--- config.mk ---
export PLATFORM = sky130hd
export DESIGN_NAME = xtalk_tcoef_overload_regs
export DESIGN_NICKNAME = d
export VERILOG_FILES = /design/src/tof_cfg_pkg.sv /design/src/xtalk_tcoef_overload_regs.sv /design/src/cfg_reg_cell.sv
export SDC_FILE = /design/constraint.sdc
export NUM_CORES = 1
export LEC_CHECK = 0
export BUFFER_PORTS_ARGS = -buffer_cell sky130_fd_sc_hd__buf_2
export CAP_MARGIN = 25
export CORE_ASPECT_RATIO = 1.75
export CORE_MARGIN = 4
export CORE_UTILIZATION = 63
export CTS_BUF_LIST = sky130_fd_sc_hd__clkbuf_2 sky130_fd_sc_hd__clkbuf_4 sky130_fd_sc_hd__clkbuf_8
export CTS_CLUSTER_SIZE = 16
export DETAILED_ROUTE_END_ITERATION = 6
export PLACE_DENSITY_LB_ADDON = 0.15
export SLEW_MARGIN = 10
export SYNTH_ARGS = -nofsm -noshare
export SYNTH_HDL_FRONTEND = slang
export SYNTH_SLANG_ARGS = --single-unit
--- constraint.sdc ---
create_clock -name clock -period 1.8 [get_ports clock]
set_input_delay 0.36 -clock clock [delete_from_list [all_inputs] [get_ports clock]]
set_output_delay 0.36 -clock clock [all_outputs]
set_load 0.05 [all_outputs]
--- src/tof_cfg_pkg.sv ---
// Shared constants for the crosstalk coefficient and overload configuration bank
package tof_cfg_pkg;

  localparam int unsigned DATA_W = 24;
  localparam int unsigned ADDR_W = 8;
  localparam int unsigned NUM_REGS = 5;

  // Register indices inside the bank
  localparam int unsigned IDX_COEF_A = 0;
  localparam int unsigned IDX_COEF_B = 1;
  localparam int unsigned IDX_THRESH = 2;
  localparam int unsigned IDX_OVLCTL = 3;
  localparam int unsigned IDX_TEMPCTL = 4;

  // Register offsets on the control interface
  localparam logic [ADDR_W-1:0] OFF_COEF_A = 8'h60;
  localparam logic [ADDR_W-1:0] OFF_COEF_B = 8'h61;
  localparam logic [ADDR_W-1:0] OFF_THRESH = 8'h64;
  localparam logic [ADDR_W-1:0] OFF_OVLCTL = 8'h65;
  localparam logic [ADDR_W-1:0] OFF_TEMPCTL = 8'h6e;

  // Reset values
  localparam logic [DATA_W-1:0] RST_COEF_A = 24'h000000;
  localparam logic [DATA_W-1:0] RST_COEF_B = 24'h000000;
  localparam logic [DATA_W-1:0] RST_THRESH = 24'h280c00;
  localparam logic [DATA_W-1:0] RST_OVLCTL = 24'h000000;
  localparam logic [DATA_W-1:0] RST_TEMPCTL = 24'h020000;

  localparam logic [ADDR_W-1:0] REG_OFFSET [NUM_REGS] = '{OFF_COEF_A, OFF_COEF_B, OFF_THRESH, OFF_OVLCTL, OFF_TEMPCTL};
  localparam logic [DATA_W-1:0] REG_RESET [NUM_REGS] = '{RST_COEF_A, RST_COEF_B, RST_THRESH, RST_OVLCTL, RST_TEMPCTL};

  // Coefficient byte positions (low bit of each byte)
  localparam int unsigned COEF_W = 8;
  localparam int unsigned POS_CH1_HIGH = 16;
  localparam int unsigned POS_CH1_LOW = 8;
  localparam int unsigned POS_CH0_HIGH = 0;
  localparam int unsigned POS_CH2_HIGH = 8;
  localparam int unsigned POS_CH2_LOW = 0;

  // Overload threshold fields
  localparam int unsigned SEL_W = 3;
  localparam int unsigned POS_UPPER_SEL = 21;
  localparam int unsigned POS_LOWER_SEL = 18;
  localparam logic [SEL_W-1:0] UPPER_SEL_DEFAULT = 3'h0;
  localparam logic [SEL_W-1:0] UPPER_SEL_100MV = 3'h1;
  localparam logic [SEL_W-1:0] UPPER_SEL_200MV = 3'h2;
  localparam logic [SEL_W-1:0] LOWER_SEL_DEFAULT = 3'h0;
  localparam logic [SEL_W-1:0] LOWER_SEL_NEG100MV = 3'h2;

  // Single-bit controls
  localparam int unsigned POS_OVL_DISABLE = 23;
  localparam int unsigned POS_TEMP_CONV_EN = 19;

endpackage

--- src/xtalk_tcoef_overload_regs.sv ---
// Crosstalk temperature coefficient, overload threshold and temperature conversion registers

// Summary of operation
// - 0x60 holds ch1 high, ch1 low, ch0 high
// - 0x61 holds ch2 high, ch2 low; top reserved
// - Upper threshold select 23:21, codes 0-2, reset 1
// - Lower threshold select 20:18, codes 0,2, reset 2
// - 0x65 bit 23 disables overload detection
// - Reset loads 0x280C00, 0x20000, others zero
// - 0x6E bit 19 enables temperature conversion
module xtalk_tcoef_overload_regs (
  input  wire logic                               clock,                     // 125 MHz system clock
  input  wire logic                               rst_n,                     // Asynchronous reset, active low
  input  wire logic                               regWrite,                  // Write strobe, one cycle
  input  wire logic                               regRead,                   // Read strobe, one cycle
  input  wire logic [tof_cfg_pkg::ADDR_W-1:0]     regAddr,                   // Register offset
  input  wire logic [tof_cfg_pkg::DATA_W-1:0]     regWriteData,              // Write value
  output logic      [tof_cfg_pkg::DATA_W-1:0]     readData,                  // Read value, zero if unmapped
  output logic                                    readValid,                 // Read answer pulse
  output logic                                    readError,                 // Read hit no register
  output logic      [tof_cfg_pkg::COEF_W-1:0]     qcoefCh1High,              // Ch1 high-current coefficient
  output logic      [tof_cfg_pkg::COEF_W-1:0]     qcoefCh1Low,               // Ch1 low-current coefficient
  output logic      [tof_cfg_pkg::COEF_W-1:0]     qcoefCh0High,              // Ch0 high-current coefficient
  output logic      [tof_cfg_pkg::COEF_W-1:0]     qcoefCh2High,              // Ch2 high-current coefficient
  output logic      [tof_cfg_pkg::COEF_W-1:0]     qcoefCh2Low,               // Ch2 low-current coefficient
  output logic      [tof_cfg_pkg::SEL_W-1:0]      overloadUpperThresholdSel, // Upper comparator threshold code
  output logic      [tof_cfg_pkg::SEL_W-1:0]      overloadLowerThresholdSel, // Lower comparator threshold code
  output logic                                    overloadDetectDisable,     // High disables overload detection
  output logic                                    tempConversionEnable,      // High enables temperature conversion
  output logic                                    upperSelInvalid,           // Upper code is not a valid code
  output logic                                    lowerSelInvalid            // Lower code is not a valid code
);

  logic [tof_cfg_pkg::DATA_W-1:0] regValue [tof_cfg_pkg::NUM_REGS];
  logic [tof_cfg_pkg::DATA_W-1:0] readDataNext;
  logic                           readHitNext;

  // One cell per register; reserved bits are kept so read-back is exact
  for (genvar i = 0; i < tof_cfg_pkg::NUM_REGS; i++)
  begin : g_regs
    cfg_reg_cell #(
      .WIDTH       (tof_cfg_pkg::DATA_W),
      .RESET_VALUE (tof_cfg_pkg::REG_RESET[i])
    ) u_cell (
      .clock       (clock),
      .rst_n       (rst_n),
      .writeEnable (regWrite && (regAddr == tof_cfg_pkg::REG_OFFSET[i])),
      .writeData   (regWriteData),
      .value       (regValue[i])
    );
  end

  // Field taps come straight off the register cells
  assign qcoefCh1High = regValue[tof_cfg_pkg::IDX_COEF_A][tof_cfg_pkg::POS_CH1_HIGH +: tof_cfg_pkg::COEF_W];
  assign qcoefCh1Low  = regValue[tof_cfg_pkg::IDX_COEF_A][tof_cfg_pkg::POS_CH1_LOW +: tof_cfg_pkg::COEF_W];
  assign qcoefCh0High = regValue[tof_cfg_pkg::IDX_COEF_A][tof_cfg_pkg::POS_CH0_HIGH +: tof_cfg_pkg::COEF_W];
  assign qcoefCh2High = regValue[tof_cfg_pkg::IDX_COEF_B][tof_cfg_pkg::POS_CH2_HIGH +: tof_cfg_pkg::COEF_W];
  assign qcoefCh2Low  = regValue[tof_cfg_pkg::IDX_COEF_B][tof_cfg_pkg::POS_CH2_LOW +: tof_cfg_pkg::COEF_W];
  assign overloadUpperThresholdSel =
    regValue[tof_cfg_pkg::IDX_THRESH][tof_cfg_pkg::POS_UPPER_SEL +: tof_cfg_pkg::SEL_W];
  assign overloadLowerThresholdSel =
    regValue[tof_cfg_pkg::IDX_THRESH][tof_cfg_pkg::POS_LOWER_SEL +: tof_cfg_pkg::SEL_W];
  assign overloadDetectDisable = regValue[tof_cfg_pkg::IDX_OVLCTL][tof_cfg_pkg::POS_OVL_DISABLE];
  assign tempConversionEnable  = regValue[tof_cfg_pkg::IDX_TEMPCTL][tof_cfg_pkg::POS_TEMP_CONV_EN];

  // Invalid codes are still stored and passed on; the flags only report them
  always_ff @(posedge clock or negedge rst_n)
  begin
    if (!rst_n)
      upperSelInvalid <= 1'b0;
    else
      upperSelInvalid <= !((overloadUpperThresholdSel == tof_cfg_pkg::UPPER_SEL_DEFAULT) ||
                           (overloadUpperThresholdSel == tof_cfg_pkg::UPPER_SEL_100MV) ||
                           (overloadUpperThresholdSel == tof_cfg_pkg::UPPER_SEL_200MV));
  end

  always_ff @(posedge clock or negedge rst_n)
  begin
    if (!rst_n)
      lowerSelInvalid <= 1'b0;
    else
      lowerSelInvalid <= !((overloadLowerThresholdSel == tof_cfg_pkg::LOWER_SEL_DEFAULT) ||
                           (overloadLowerThresholdSel == tof_cfg_pkg::LOWER_SEL_NEG100MV));
  end

  // Read decode; a same-cycle write is not yet visible to the read
  always_comb
  begin
    readDataNext = '0;
    readHitNext  = 1'b0;
    for (int i = 0; i < tof_cfg_pkg::NUM_REGS; i++)
    begin
      if (regAddr == tof_cfg_pkg::REG_OFFSET[i])
      begin
        readDataNext = regValue[i];
        readHitNext  = 1'b1;
      end
    end
  end

  always_ff @(posedge clock or negedge rst_n)
  begin
    if (!rst_n)
    begin
      readData  <= '0;
      readValid <= 1'b0;
      readError <= 1'b0;
    end
    else
    begin
      readValid <= regRead;
      readError <= regRead && !readHitNext;
      if (regRead)
        readData <= readDataNext;
    end
  end

  property p_coef_a_fields;
    @(posedge clock) disable iff (!rst_n)
    (regWrite && regAddr == tof_cfg_pkg::OFF_COEF_A) |=>
      (qcoefCh1High == $past(regWriteData[23:16])) && (qcoefCh1Low == $past(regWriteData[15:8])) &&
      (qcoefCh0High == $past(regWriteData[7:0]));
  endproperty
  a_coef_a_fields: assert property (p_coef_a_fields) else $error("coefficient register A fields wrong");

  property p_coef_b_fields;
    @(posedge clock) disable iff (!rst_n)
    (regWrite && regAddr == tof_cfg_pkg::OFF_COEF_B) |=>
      (qcoefCh2High == $past(regWriteData[15:8])) && (qcoefCh2Low == $past(regWriteData[7:0]));
  endproperty
  a_coef_b_fields: assert property (p_coef_b_fields) else $error("coefficient register B fields wrong");

  property p_upper_sel;
    @(posedge clock) disable iff (!rst_n)
    (regWrite && regAddr == tof_cfg_pkg::OFF_THRESH) |=>
      (overloadUpperThresholdSel == $past(regWriteData[23:21])) ##1
      (upperSelInvalid == ($past(regWriteData[23:21], 2) > 3'h2));
  endproperty
  a_upper_sel: assert property (p_upper_sel) else $error("upper threshold select or flag wrong");

  property p_lower_sel;
    @(posedge clock) disable iff (!rst_n)
    (regWrite && regAddr == tof_cfg_pkg::OFF_THRESH) |=>
      (overloadLowerThresholdSel == $past(regWriteData[20:18])) ##1
      (lowerSelInvalid == !($past(regWriteData[20:18], 2) inside {3'h0, 3'h2}));
  endproperty
  a_lower_sel: assert property (p_lower_sel) else $error("lower threshold select or flag wrong");

  property p_ovl_disable;
    @(posedge clock) disable iff (!rst_n)
    (regWrite && regAddr == tof_cfg_pkg::OFF_OVLCTL) |=> (overloadDetectDisable == $past(regWriteData[23]));
  endproperty
  a_ovl_disable: assert property (p_ovl_disable) else $error("overload disable bit wrong");

  property p_reset_values;
    @(posedge clock) disable iff (!rst_n)
    $rose(rst_n) |-> (overloadUpperThresholdSel == 3'h1) && (overloadLowerThresholdSel == 3'h2) &&
      !overloadDetectDisable && !tempConversionEnable && (qcoefCh1High == 8'h00) && (qcoefCh2Low == 8'h00);
  endproperty
  a_reset_values: assert property (p_reset_values) else $error("reset values wrong");

  property p_temp_enable;
    @(posedge clock) disable iff (!rst_n)
    (regWrite && regAddr == tof_cfg_pkg::OFF_TEMPCTL) |=> (tempConversionEnable == $past(regWriteData[19]));
  endproperty
  a_temp_enable: assert property (p_temp_enable) else $error("temperature conversion enable wrong");

  property p_write_read_back;
    @(posedge clock) disable iff (!rst_n)
    (regWrite && !regRead && regAddr == tof_cfg_pkg::OFF_THRESH) ##1
      (regRead && !regWrite && regAddr == tof_cfg_pkg::OFF_THRESH) |=>
      readValid && !readError && (readData == $past(regWriteData, 2));
  endproperty
  a_write_read_back: assert property (p_write_read_back) else $error("read-back differs from write");

  property p_unmapped_read;
    @(posedge clock) disable iff (!rst_n)
    (regRead && !(regAddr inside {8'h60, 8'h61, 8'h64, 8'h65, 8'h6e})) |=>
      readValid && readError && (readData == 24'h000000);
  endproperty
  a_unmapped_read: assert property (p_unmapped_read) else $error("unmapped read answer wrong");

  property p_read_answer;
    @(posedge clock) disable iff (!rst_n)
    regRead |=> readValid;
  endproperty
  a_read_answer: assert property (p_read_answer) else $error("read strobe got no answer pulse");

  property p_read_quiet;
    @(posedge clock) disable iff (!rst_n)
    !regRead |=> !readValid && !readError;
  endproperty
  a_read_quiet: assert property (p_read_quiet) else $error("answer pulse without a read strobe");

  // Read data stands until the next read so a slow host still catches it
  property p_read_data_holds;
    @(posedge clock) disable iff (!rst_n)
    !regRead |=> $stable(readData);
  endproperty
  a_read_data_holds: assert property (p_read_data_holds) else $error("read data moved without a read");

  property p_unmapped_write;
    @(posedge clock) disable iff (!rst_n)
    (regWrite && !(regAddr inside {8'h60, 8'h61, 8'h64, 8'h65, 8'h6e})) |=>
      $stable({qcoefCh1High, qcoefCh1Low, qcoefCh0High, qcoefCh2High, qcoefCh2Low, overloadUpperThresholdSel,
               overloadLowerThresholdSel, overloadDetectDisable, tempConversionEnable});
  endproperty
  a_unmapped_write: assert property (p_unmapped_write) else $error("unmapped write changed a field");

  property p_upper_flag_track;
    @(posedge clock) disable iff (!rst_n)
    upperSelInvalid == !($past(overloadUpperThresholdSel) inside {3'h0, 3'h1, 3'h2});
  endproperty
  a_upper_flag_track: assert property (p_upper_flag_track) else $error("upper invalid flag wrong");

  property p_lower_flag_track;
    @(posedge clock) disable iff (!rst_n)
    lowerSelInvalid == !($past(overloadLowerThresholdSel) inside {3'h0, 3'h2});
  endproperty
  a_lower_flag_track: assert property (p_lower_flag_track) else $error("lower invalid flag wrong");

endmodule

--- src/cfg_reg_cell.sv ---
// One read/write configuration register with a fixed reset value
module cfg_reg_cell #(
  parameter int unsigned          WIDTH       = 24,
  parameter logic [WIDTH-1:0]     RESET_VALUE = '0
) (
  input  wire logic               clock,        // System clock
  input  wire logic               rst_n,        // Asynchronous reset, active low
  input  wire logic               writeEnable,  // Load writeData this cycle
  input  wire logic [WIDTH-1:0]   writeData,    // Full-width write value
  output logic      [WIDTH-1:0]   value         // Stored value
);

  // Reserved bits are stored as written so read-back matches the last write
  always_ff @(posedge clock or negedge rst_n)
  begin
    if (!rst_n)
      value <= RESET_VALUE;
    else if (writeEnable)
      value <= writeData;
  end

endmodule

Word level (Yosys, flattened, before mapping)
Index checks and enable logic that the tools add are counted.
{"block": "op_classes", "n_addsub": 0, "n_mul": 0, "div": 0, "order_cmp": 0, "eq_ne": 8, "n_shift": 0, "mux": 10, "bitwise_logic": 0, "n_reduce_logical": 14}
{"operator": "24-bit 2-to-1 mux", "count": 5}
{"operator": "8-bit by 7-bit == test with 1-bit output, second input constant", "count": 5}
{"operator": "3-bit by 2-bit == test with 1-bit output, second input constant", "count": 2}
{"operator": "1-bit logical AND", "count": 6}
{"operator": "3-bit zero test", "count": 2}
{"operator": "1-bit 2-to-1 mux", "count": 5}
{"operator": "3-bit by 1-bit == test with 1-bit output, second input constant", "count": 1}
{"operator": "1-bit zero test", "count": 3}
{"operator": "1-bit logical OR", "count": 3}
{"block": "word_totals", "register_bits": 148, "latch_bits": 0, "ram_bits": 0, "rom_bits": 0, "in_bits": 36, "output_inout_bits": 76, "elab_cells": 42, "n_memories": 0}

Longest topological paths before layout
Gate-level depths: netlist (run 1).
{"block": "logic_depth", "depth_word": 8, "depth_mapped": 7, "depth_no_buf": 4}

Cells and area by module
Synthesis (run 1) repeated with hierarchy kept, for this count alone.
{"block": "hier_totals", "hier_cells": 496, "area_unflattened_um2": 7206.9}
{"module": "cfg_reg_cell (g_regs[0].u_cell ...)", "n_inst": 3, "cells_per_inst": 51, "area_each_um2": 997.2, "seq_area_each_um2": 600.6}
{"module": "xtalk_tcoef_overload_regs", "n_inst": 1, "cells_per_inst": 241, "area_each_um2": 2214.6, "seq_area_each_um2": 700.7}
{"module": "cfg_reg_cell (g_regs[2].u_cell)", "n_inst": 1, "cells_per_inst": 51, "area_each_um2": 1002.2, "seq_area_each_um2": 605.6}
{"module": "cfg_reg_cell (g_regs[4].u_cell)", "n_inst": 1, "cells_per_inst": 51, "area_each_um2": 998.5, "seq_area_each_um2": 601.8}

Worst setup path after synthesis (run 1)
No wires, ideal clock.
{"block": "synth_path", "kind": "input -> register", "from": "input port regAddr[4] in the netlist's numbering", "to": "register g_regs[4].u_cell.value[10]", "setup_time_ns": 0.125, "arrival_time_ns": 1.581, "required_ns": 1.675, "path_slack_ns": 0.094, "path_stages": 6, "n_path_buf": 2, "path_cell_list": "nand4bb_4 -> nand3b_4 -> or2_1 -> buf_2 -> buf_6 -> mux2_4"}
{"block": "synth_between", "elab_chain_len": 2}
{"item": "from (decl)", "line_no": "xtalk_tcoef_overload_regs.sv:16", "source": "input wire logic [tof_cfg_pkg::ADDR_W-1:0] regAddr,"}
{"item": "8-bit by 7-bit == test with 1-bit output", "line_no": "xtalk_tcoef_overload_regs.sv:47", "source": ".writeEnable (regWrite && (regAddr == tof_cfg_pkg::REG_OFFSET[i])),"}
{"item": "1-bit logical AND", "line_no": "xtalk_tcoef_overload_regs.sv:47"}
{"item": "to (signal assigned)", "line_no": "cfg_reg_cell.sv:19", "source": "value <= writeData;"}
{"item": "to (decl)", "line_no": "cfg_reg_cell.sv:10", "source": "output logic [WIDTH-1:0] value"}
No other way between the ends.
A chain may end at the register's enable or synchronous reset.

Final worst setup path (run 1)
{"block": "layout_path", "from": "register g_regs[2].u_cell.value[21]", "to": "output port overloadUpperThresholdSel[0] in the netlist's numbering"}
{"item": "from (decl)", "line_no": "cfg_reg_cell.sv:10"}
{"item": "from (signal assigned)", "line_no": "cfg_reg_cell.sv:19"}
{"item": "to (decl)", "line_no": "xtalk_tcoef_overload_regs.sv:26", "source": "output logic [tof_cfg_pkg::SEL_W-1:0] overloadUpperThresholdSel,"}
No word-level cell between the ends.

==> results of run 1 <==
through the flow:
step                power, mW  hold slack, ps  utilization
CTS                      7.94             168        0.776
finish                   7.87             202        0.776
global placement         4.62             311        0.725
global route             8.14             190        0.776
floorplan                4.32            64.4            -
detailed placement       4.66             314        0.725
area by class of cell:
type / count / area [um^2] / share of cell area
Sequential cell: 148 / 3710 / 0.459
Multi-Input combinational cell: 323 / 2760 / 0.341
Timing Repair Buffer: 148 / 942 / 0.116
Clock buffer: 23 / 298 / 0.0368
Clock inverter: 8 / 219 / 0.0271
Tap cell: 127 / 159 / 0.0196
Inverter: 1 / 3.75 / 0.000464
layout by cell type (no fill, tap or decap):
cell type | Yosys | layout
inv_1 | 1 | 1
mux2_2 | 97 | 97
o21ai_1 | 4 | 4
or2_2 | 1 | 2
dlygate4sd3_1 | 0 | 1
buf_12 | 0 | 8
and2b_1 | 1 | 1
o22ai_1 | 24 | 24
buf_6 | 2 | 1
o2bb2ai_1 | 7 | 7
nor2_1 | 18 | 18
nand2_1 | 32 | 32
nor2b_1 | 2 | 1
and2_0 | 6 | 6
o21ai_0 | 13 | 13
mux2_4 | 20 | 20
mux2_1 | 3 | 3
buf_2 | 16 | 110
nand2b_1 | 24 | 24
bufinv_16 | 0 | 7
dfrtp_1 | 143 | 143
and2_1 | 13 | 13
inv_6 | 0 | 1
buf_4 | 23 | 28
nor2b_2 | 0 | 1
a21o_1 | 1 | 1
clkbuf_4 | 0 | 3
nand4bb_4 | 1 | 1
nand3b_4 | 1 | 1
nand3_4 | 3 | 3
nor4_4 | 0 | 1
nor3_4 | 0 | 1
mux2i_1 | 24 | 24
dfstp_2 | 5 | 5
nand4_1 | 1 | 1
a31oi_1 | 24 | 24
clkbuf_8 | 0 | 20
registers in the layout, summed over array words and instances, names as in the netlist:
register and count:
readValid 1, upperSelInvalid 1, readError 1, readData 24, g_regs.u_cell.value 120, lowerSelInvalid 1
worst min-delay path by stage:
stage / to / from / depth (start not counted) / slack [ps]
2_1_floorplan: g_regs[0].u_cell.value[0] / rst_n / 0 / 60
3_3_place_gp: upperSelInvalid / rst_n / 1 / 310
3_5_place_dp: g_regs[2].u_cell.value[22] / rst_n / 1 / 310
4_1_cts: g_regs[1].u_cell.value[1] / regWriteData[1] / 2 / 170
5_1_grt: g_regs[0].u_cell.value[9] / regWriteData[9] / 2 / 190
6_report: g_regs[1].u_cell.value[1] / regWriteData[1] / 2 / 200
cells by family after synthesis:
family	Yosys count	share of synthesized area
AND/OR/NAND/NOR	106	0.0910
flip-flops	148	0.546
AO/OA/AOI/OAI	73	0.0669
multiplexers	144	0.245
buffers and inverters	59	0.0505
report_power, final:
group | leakage, nW | switching (mW) | internal, mW
Clock | 0.261 | 1.18 | 2.09
Combinational | 1.99 | 0.669 | 0.324
Sequential | 1.99 | 0.106 | 3.50
repair_timing:
item                      CTS  global route
hold endpoints to repair   38             0
resized for setup           0             0
hold buffers                1             0
Yosys cell counts (all sizes together), types with 2 or more instances:
cell type	n	area (um^2)
a31oi	24	150
and2	19	119
buf	42	279
clkbuf	16	60.1
dfrtp	143	3580
dfstp	5	131
mux2	120	1430
mux2i	24	240
nand2	32	120
nand2b	24	150
nand3	3	52.6
nor2	18	67.6
nor2b	2	12.5
o21ai	17	85.1
o22ai	24	150
o2bb2ai	7	61.3
or2	2	12.5
per-layer routing:
layer	vias up	GRT usage	routed length, um
li1	2071	-	-
met1	2388	0.324	5990
met2	182	0.464	8670
met3	25	0.0567	941
met4	0	0.0959	354
met5	-	0	0
==> results.yml, run 1 <==
yosys:
  syn_inst: 530
  ys_seq_elements: 148
  synth_edf_count: 0
  syn_nets: 566
  synth_warnings: 0
  async_reset_ff_frac: 1.00
  ys_seq_area_frac: 0.546
  synth_area_um2: 6790
  ys_types: 33
  avgSynthCellArea_um2: 12.8
  synthFlopType: "dfrtp_1"
clock_network:
  cts_max_path_buffers: 2
  clk_pin_slew_ps: 80
  cts_setup_buffers: 0
  cts_tree: "done"
  clk_latency_ps: 440
  cts_buffers: 17
  cts-root-buf: "clkbuf_8"
  clock_sinks: 148
  htreeDepth: 4
final_layout:
  nets: 675
  nFillCells: 669
  fin_cells: 778
  syn2layout_area_growth_pct: 19.1
  layout-drive-gt1-share: 0.476
  diodes: 0
  design_area_um2: 8090
place:
  dp_hpwl_um: 10900
  portBuffers: 111
  gp_congestion: 0.766
  dp_slack_ps: -52.5
  dp.cells: 746
  place_area_um2: 7560
worst_setup_path:
  ff2ff_path_depth: 4
  critPathArrivalTime_ps: 1260
  start_kind: "flop"
  crit_buf_inv: 1
  reg2reg_slack_ps: 720
  cp_slowest_cell: "dfstp_2"
  end_kind: "output pin"
  r2r_end: "readData[19]"
  slowest_delay_ps: 560
  crit_end: "overloadUpperThresholdSel[0]"
  crit_type: "flop to output pin"
  path_cells: "buf_2"
  crit_start: "g_regs[2].u_cell.value[21]"
  crit_path_max_fanout: 4
  critical_path.top_delay_family: "flip-flops"
  crit_cells: 1
  r2r_start: "g_regs[2].u_cell.value[19]"
  cp_data_required_time_ps: 1440
timing:
  finalHoldViolCount: 0
  slew_violations: 0
  finalSetupViolCount: 0
  tightest_slew_ps: 436
  rsz0062_at_grt: "false"
  finalCriticalPeriod_ps: 1620
  skew_ps: 8.84
  fin_crit_sh: 0.900
  setup_tns_ps: 0
  slew_headroom: 0.709
  setup_ws_ps: 180
  max_freq_mhz: 617
drt:
  drtIter0Drc: 226
  wl_per_cell_um: 20.5
  detail_route.first_pass.iterations: 5
  ant_nets: 0
  num_vias: 4666
  drcViolationCount: 0
  routed_wl_um: 16000
  viasPerCell: 6.00
pwr:
  peakVddDrop_v: 0.000742
  p_per_area_nw_per_um2: 973
  leakage_nw: 4.24
worst_hold_path:
  hold_class: "primary input to flop"
global_route:
  grt_pass1_vias: 4991
  grt_pass1_wl_um: 25900
  grt_overflow: 0
  grt_start_max_net_pins: 46
  antenna_found_initial: 0
  grt.total_usage: 0.268
floorplanning:
  start_util: 0.652
  die_area_um2: 12600
  die_x_um: 86.5
  rows: 49
  io_pins: 112
  coreArea_um2: 10400
  die_height_um: 145
run_status:
  status: "finished clean"
run:
  maxCapViolations: 0
Note: power is estimated with default switching activity, not from simulation.
==> run 2, diff against run 1 <==
--- a/config.mk
+++ b/config.mk
@@ -14,6 +14,7 @@
 export CTS_CLUSTER_SIZE = 16
 export DETAILED_ROUTE_END_ITERATION = 6
 export PLACE_DENSITY_LB_ADDON = 0.15
+export RECOVER_POWER = 50
 export SLEW_MARGIN = 10
 export SYNTH_ARGS = -nofsm -noshare
 export SYNTH_HDL_FRONTEND = slang
==> results.yml, run 2 (synthesis gave the netlist of run 1 again) <==
global_route:
  antenna_found_initial: 0
  grt_start_max_net_pins: 46
  grt_overflow: 0
  grt_pass1_wl_um: 25900
  grt.total_usage: 0.268
  grt_pass1_vias: 4991
run_status:
  status: "finished clean"
timing:
  finalSetupViolCount: 0
  skew_ps: 9.79
  setup_tns_ps: 0
  tightest_slew_ps: 914
  hold_slack_ps: 203
  slew_violations: 0
  finalHoldViolCount: 0
  slew_headroom: 0.391
  finalCriticalPeriod_ps: 1670
  fin_crit_sh: 0.926
  max_freq_mhz: 600
  rsz0062_at_grt: "false"
clock_network:
  clk_pin_slew_ps: 70
  cts-root-buf: "clkbuf_8"
  clk_latency_ps: 440
  clock_sinks: 148
  cts_tree: "done"
  cts_resized: 0
  cts_buffers: 17
  cts_max_path_buffers: 2
  htreeDepth: 4
drt:
  drtIter0Drc: 226
  drcViolationCount: 0
  num_vias: 4635
  viasPerCell: 5.95
  detail_route.first_pass.iterations: 4
  wl_per_cell_um: 20.5
  dr_wl_met3_um: 772
  wl_met2_um: 8650
  routed_wl_um: 16000
  highest_layer: "met4"
  drt-met1-wl_um: 6180
  ant_nets: 0
final_layout:
  reg.largest.list: "g_regs.u_cell.value: 120 flops, readData: 24 flops"
  largest_reg_flops: 120
  multi_input_area_um2: 2730
  top_register: "g_regs.u_cell.value"
  syn2layout_area_growth_pct: 17.7
  seqCellArea_um2: 3710
  layout-drive-gt1-share: 0.462
  design_area_um2: 8000
  layout_common_cells: "143 x dfrtp_1, 110 x buf_2, 97 x mux2_2, 32 x nand2_1"
  nFillCells: 687
  nets: 675
  layout_commonest_cell: "dfrtp_1"
pwr:
  total_power_mw: 7.85
  peakVddDrop_v: 0.000742
  p_per_area_nw_per_um2: 982
  leakage_nw: 4.19
worst_hold_path:
  min_path_cells: 2
  hold-path-endpoint: "g_regs[1].u_cell.value[1]"
  min_from: "regWriteData[1]"
  hold_class: "primary input to flop"
floorplanning:
  die_area_um2: 12600
  start_util: 0.652
  io_pins: 112
  die_height_um: 145
  coreArea_um2: 10400
  die_x_um: 86.5
  rows: 49
worst_setup_path:
  r2r_end: "readData[21]"
  crit_type: "primary input to flop"
  start_kind: "primary input"
  end_kind: "flop"
  ff2ff_path_depth: 4
  cp_data_required_time_ps: 2140
  r2r_start: "g_regs[2].u_cell.value[21]"
  reg2reg_slack_ps: 710
  critPathArrivalTime_ps: 2010
  crit_path_max_fanout: 25
place:
  gp_congestion: 0.766
  place_area_um2: 7560
  dp_hpwl_um: 10900
  portBuffers: 111
run:
  maxCapViolations: 0
-- run 2: cell types whose count changed in the layout (fill, tap and decap cells not counted), moves of 3 or more --
cell      previous run  this run
clkbuf_2             0         3
buf_12               8         5
clkbuf_1             0         6
buf_4               28        21
-- run 2: final cells by class --
| cell class | count | share of cell area |
|---|---|---|
| diodes | 1 | 0.000313 |
| clock buffers | 23 | 0.0372 |
| clock inverters | 8 | 0.0274 |
| inverters | 1 | 0.000469 |
| multi-input cells | 323 | 0.341 |
| flip-flops and latches | 148 | 0.464 |
| well taps | 127 | 0.0199 |
| repair buffers | 148 | 0.109 |
-- run 2: routing by layer --
metal,vias to the layer above,track usage
met2,159,0.464
met5,-,0
met3,26,0.0567
met4,0,0.0959
li1,2073,-
met1,2377,0.324
-- run 2: worst max-delay path by stage --
stage / start / end / cells past startpoint
global placement: regAddr[4] / g_regs[2].u_cell.value[2] / 7
CTS: g_regs[2].u_cell.value[21] / overloadUpperThresholdSel[0] / 1
floorplan: regAddr[4] / g_regs[4].u_cell.value[10] / 6
global route: regAddr[4] / readData[0] / 7
detailed placement: regAddr[4] / g_regs[0].u_cell.value[14] / 7
finish: regAddr[4] / readData[6] / 7
-- run 2: metrics by stage --
stage	instances	utilization	worst slack [ps]
finish	779	0.767	134
global route	778	0.767	61.8
CTS	778	0.776	140
detailed placement	746	0.725	-52.5
global placement	746	0.725	0.866
floorplan	530	-	93.9
-- run 2: critical path, stage by stage --
cell and delay, ps:
buf_2 90, nand4bb_1 250, nand3b_4 200, clkbuf_2 400
and2_1 330, buf_4 200, a31oi_1 170
-- run 2: timing repair --
action,CTS,global route
endpoints found under the hold margin,38,0
buffers inserted,0,0
endpoints found under the setup margin,0,0
hold buffers,1,0
-- run 2: power by group --
group	total, mW	switching, mW	internal [mW]
Combinational	0.976	0.665	0.311
Clock	3.27	1.18	2.09
Sequential	3.60	0.105	3.50
==> run 3, diff against run 2 <==
--- a/config.mk
+++ b/config.mk
@@ -9,12 +9,14 @@
 export CAP_MARGIN = 25
 export CORE_ASPECT_RATIO = 1.75
 export CORE_MARGIN = 4
-export CORE_UTILIZATION = 63
+export CORE_UTILIZATION = 50
 export CTS_BUF_LIST = sky130_fd_sc_hd__clkbuf_2 sky130_fd_sc_hd__clkbuf_4 sky130_fd_sc_hd__clkbuf_8
+export CTS_CLUSTER_DIAMETER = 200
 export CTS_CLUSTER_SIZE = 16
 export DETAILED_ROUTE_END_ITERATION = 6
 export PLACE_DENSITY_LB_ADDON = 0.15
 export RECOVER_POWER = 50
+export SKIP_LAST_GASP = 1
 export SLEW_MARGIN = 10
 export SYNTH_ARGS = -nofsm -noshare
 export SYNTH_HDL_FRONTEND = slang
==> results.yml, run 3 (synthesis gave the netlist of run 1 again) <==
worst_setup_path:
  cp_slowest_cell: "dfstp_1"
  slowest_delay_ps: 580
  critPathArrivalTime_ps: 1290
  start_kind: "flop"
  crit_path_max_fanout: 4
  path_cells: "buf_2"
  cp_data_required_time_ps: 1440
  crit_cells: 1
  crit_type: "flop to output pin"
  critical_path.top_delay_family: "flip-flops"
  end_kind: "output pin"
  ff2ff_path_depth: 4
  crit_buf_inv: 1
pwr:
  power_switching_mw: 2.00
  leakage_nw: 4.12
  p_int_mw: 5.17
  total_power_mw: 7.17
  seqPwrFrac: 0.502
  p_per_area_nw_per_um2: 902
  p_clk_frac: 0.363
  peakVddDrop_v: 0.000524
  switching_share: 0.279
  comb_power_share: 0.135
global_route:
  grt_pass1_vias: 4735
  grt.total_usage: 0.213
  grt_start_max_net_pins: 48
  grt_overflow: 0
  grt_pass1_wl_um: 25300
  antenna_found_initial: 0
timing:
  tightest_slew_ps: 926
  finalHoldViolCount: 0
  setup_tns_ps: 0
  finalSetupViolCount: 0
  slew_violations: 0
  fin_crit_sh: 0.919
  slew_headroom: 0.383
  hold_slack_ps: 199
  skew_ps: 6.34
  max_freq_mhz: 605
  rsz0062_at_grt: "false"
  finalCriticalPeriod_ps: 1650
final_layout:
  diodes: 0
  largest_reg_flops: 120
  layout_common_cells: "143 x dfrtp_1, 111 x buf_2, 97 x mux2_2, 32 x nand2_1"
  reg.largest.list: "g_regs.u_cell.value: 120 flops, readData: 24 flops"
  layout-drive-gt1-share: 0.463
  top_register: "g_regs.u_cell.value"
  final_util: 0.594
  layout_commonest_cell: "dfrtp_1"
  design_area_um2: 7950
  nFillCells: 1120
  nets: 673
  syn2layout_area_growth_pct: 17.1
clock_network:
  cts_buffers: 17
  cts_setup_buffers: 0
  htreeDepth: 4
  clk_pin_slew_ps: 80
  cts-root-buf: "clkbuf_8"
  cts_tree: "done"
  clk_latency_ps: 430
  clock_sinks: 148
  cts_max_path_buffers: 2
drt:
  ant_nets: 0
  drtIter0Drc: 272
  drcViolationCount: 0
  routed_wl_um: 15700
  viasPerCell: 5.45
  num_vias: 4493
  detail_route.first_pass.iterations: 4
  wl_per_cell_um: 19.1
place:
  dp_hpwl_um: 11200
  gp_congestion: 0.776
  portBuffers: 111
  place_area_um2: 7630
worst_hold_path:
  hold_class: "primary input to flop"
  min_path_cells: 2
floorplanning:
  rows: 56
  die_area_um2: 15600
  die_height_um: 162
  coreArea_um2: 13400
  io_pins: 112
  die_x_um: 96.1
  start_util: 0.507
run_status:
  status: "finished clean"
run:
  maxCapViolations: 0
==> run 3: final timing paths <==
kind	start	to	slack (ps)
max reg2reg	g_regs[2].u_cell.value[21]	readData[21]	700
min reg2reg	g_regs[4].u_cell.value[23]	g_regs[4].u_cell.value[23]	500
min in group asynchronous	rst_n	g_regs[0].u_cell.value[21]	410
min	regWriteData[2]	g_regs[1].u_cell.value[2]	200
max in group asynchronous	rst_n	readData[10]	310
max	g_regs[2].u_cell.value[21]	overloadUpperThresholdSel[0]	150
==> run 3: what timing repair did <==
item,CTS,global route
hold buffers,1,0
resized for setup,0,0
hold endpoints to repair,40,0
==> run 3: through the flow <==
stage	std cells	setup slack (ps)
6_report	824	147
5_1_grt	824	74.8
4_1_cts	824	137
3_5_place_dp	791	-28.1
3_3_place_gp	791	4.85
2_1_floorplan	530	93.9
==> run 3: power by group through the flow <==
stage	Clock (mW)	Sequential [mW]	Combinational, mW
after floorplan	0	3.89	0.427
after global placement	0	3.66	0.981
after detailed placement	0	3.67	0.999
after CTS	2.66	3.60	1.00
after global routing	2.82	3.62	1.04
final	2.60	3.60	0.968
==> run 3: final cells by class <==
class | count | area [um^2] | area share
flip-flops and latches | 148 | 3710 | 0.467
multi-input cells | 323 | 2720 | 0.342
repair buffers | 146 | 893 | 0.112
clock buffers | 21 | 283 | 0.0356
well taps | 174 | 218 | 0.0274
clock inverters | 11 | 126 | 0.0159
inverters | 1 | 3.75 | 0.000472
==> run 3: worst register-to-register path, cell delays in order, from the launching register on <==
cell     delay [ps]
dfstp_1         580
mux2i_1         100
nor2_1           80
o21ai_0          90
a31oi_1         170
==> run 3: metal layers <==
metal / part of all wire / track usage / vias up
met5: 0 / 0 / -
met4: 0.012 / 0.0551 / 0
met3: 0.054 / 0.0500 / 14
met2: 0.53 / 0.360 / 125
met1: 0.40 / 0.273 / 2290
li1: - / - / 2064
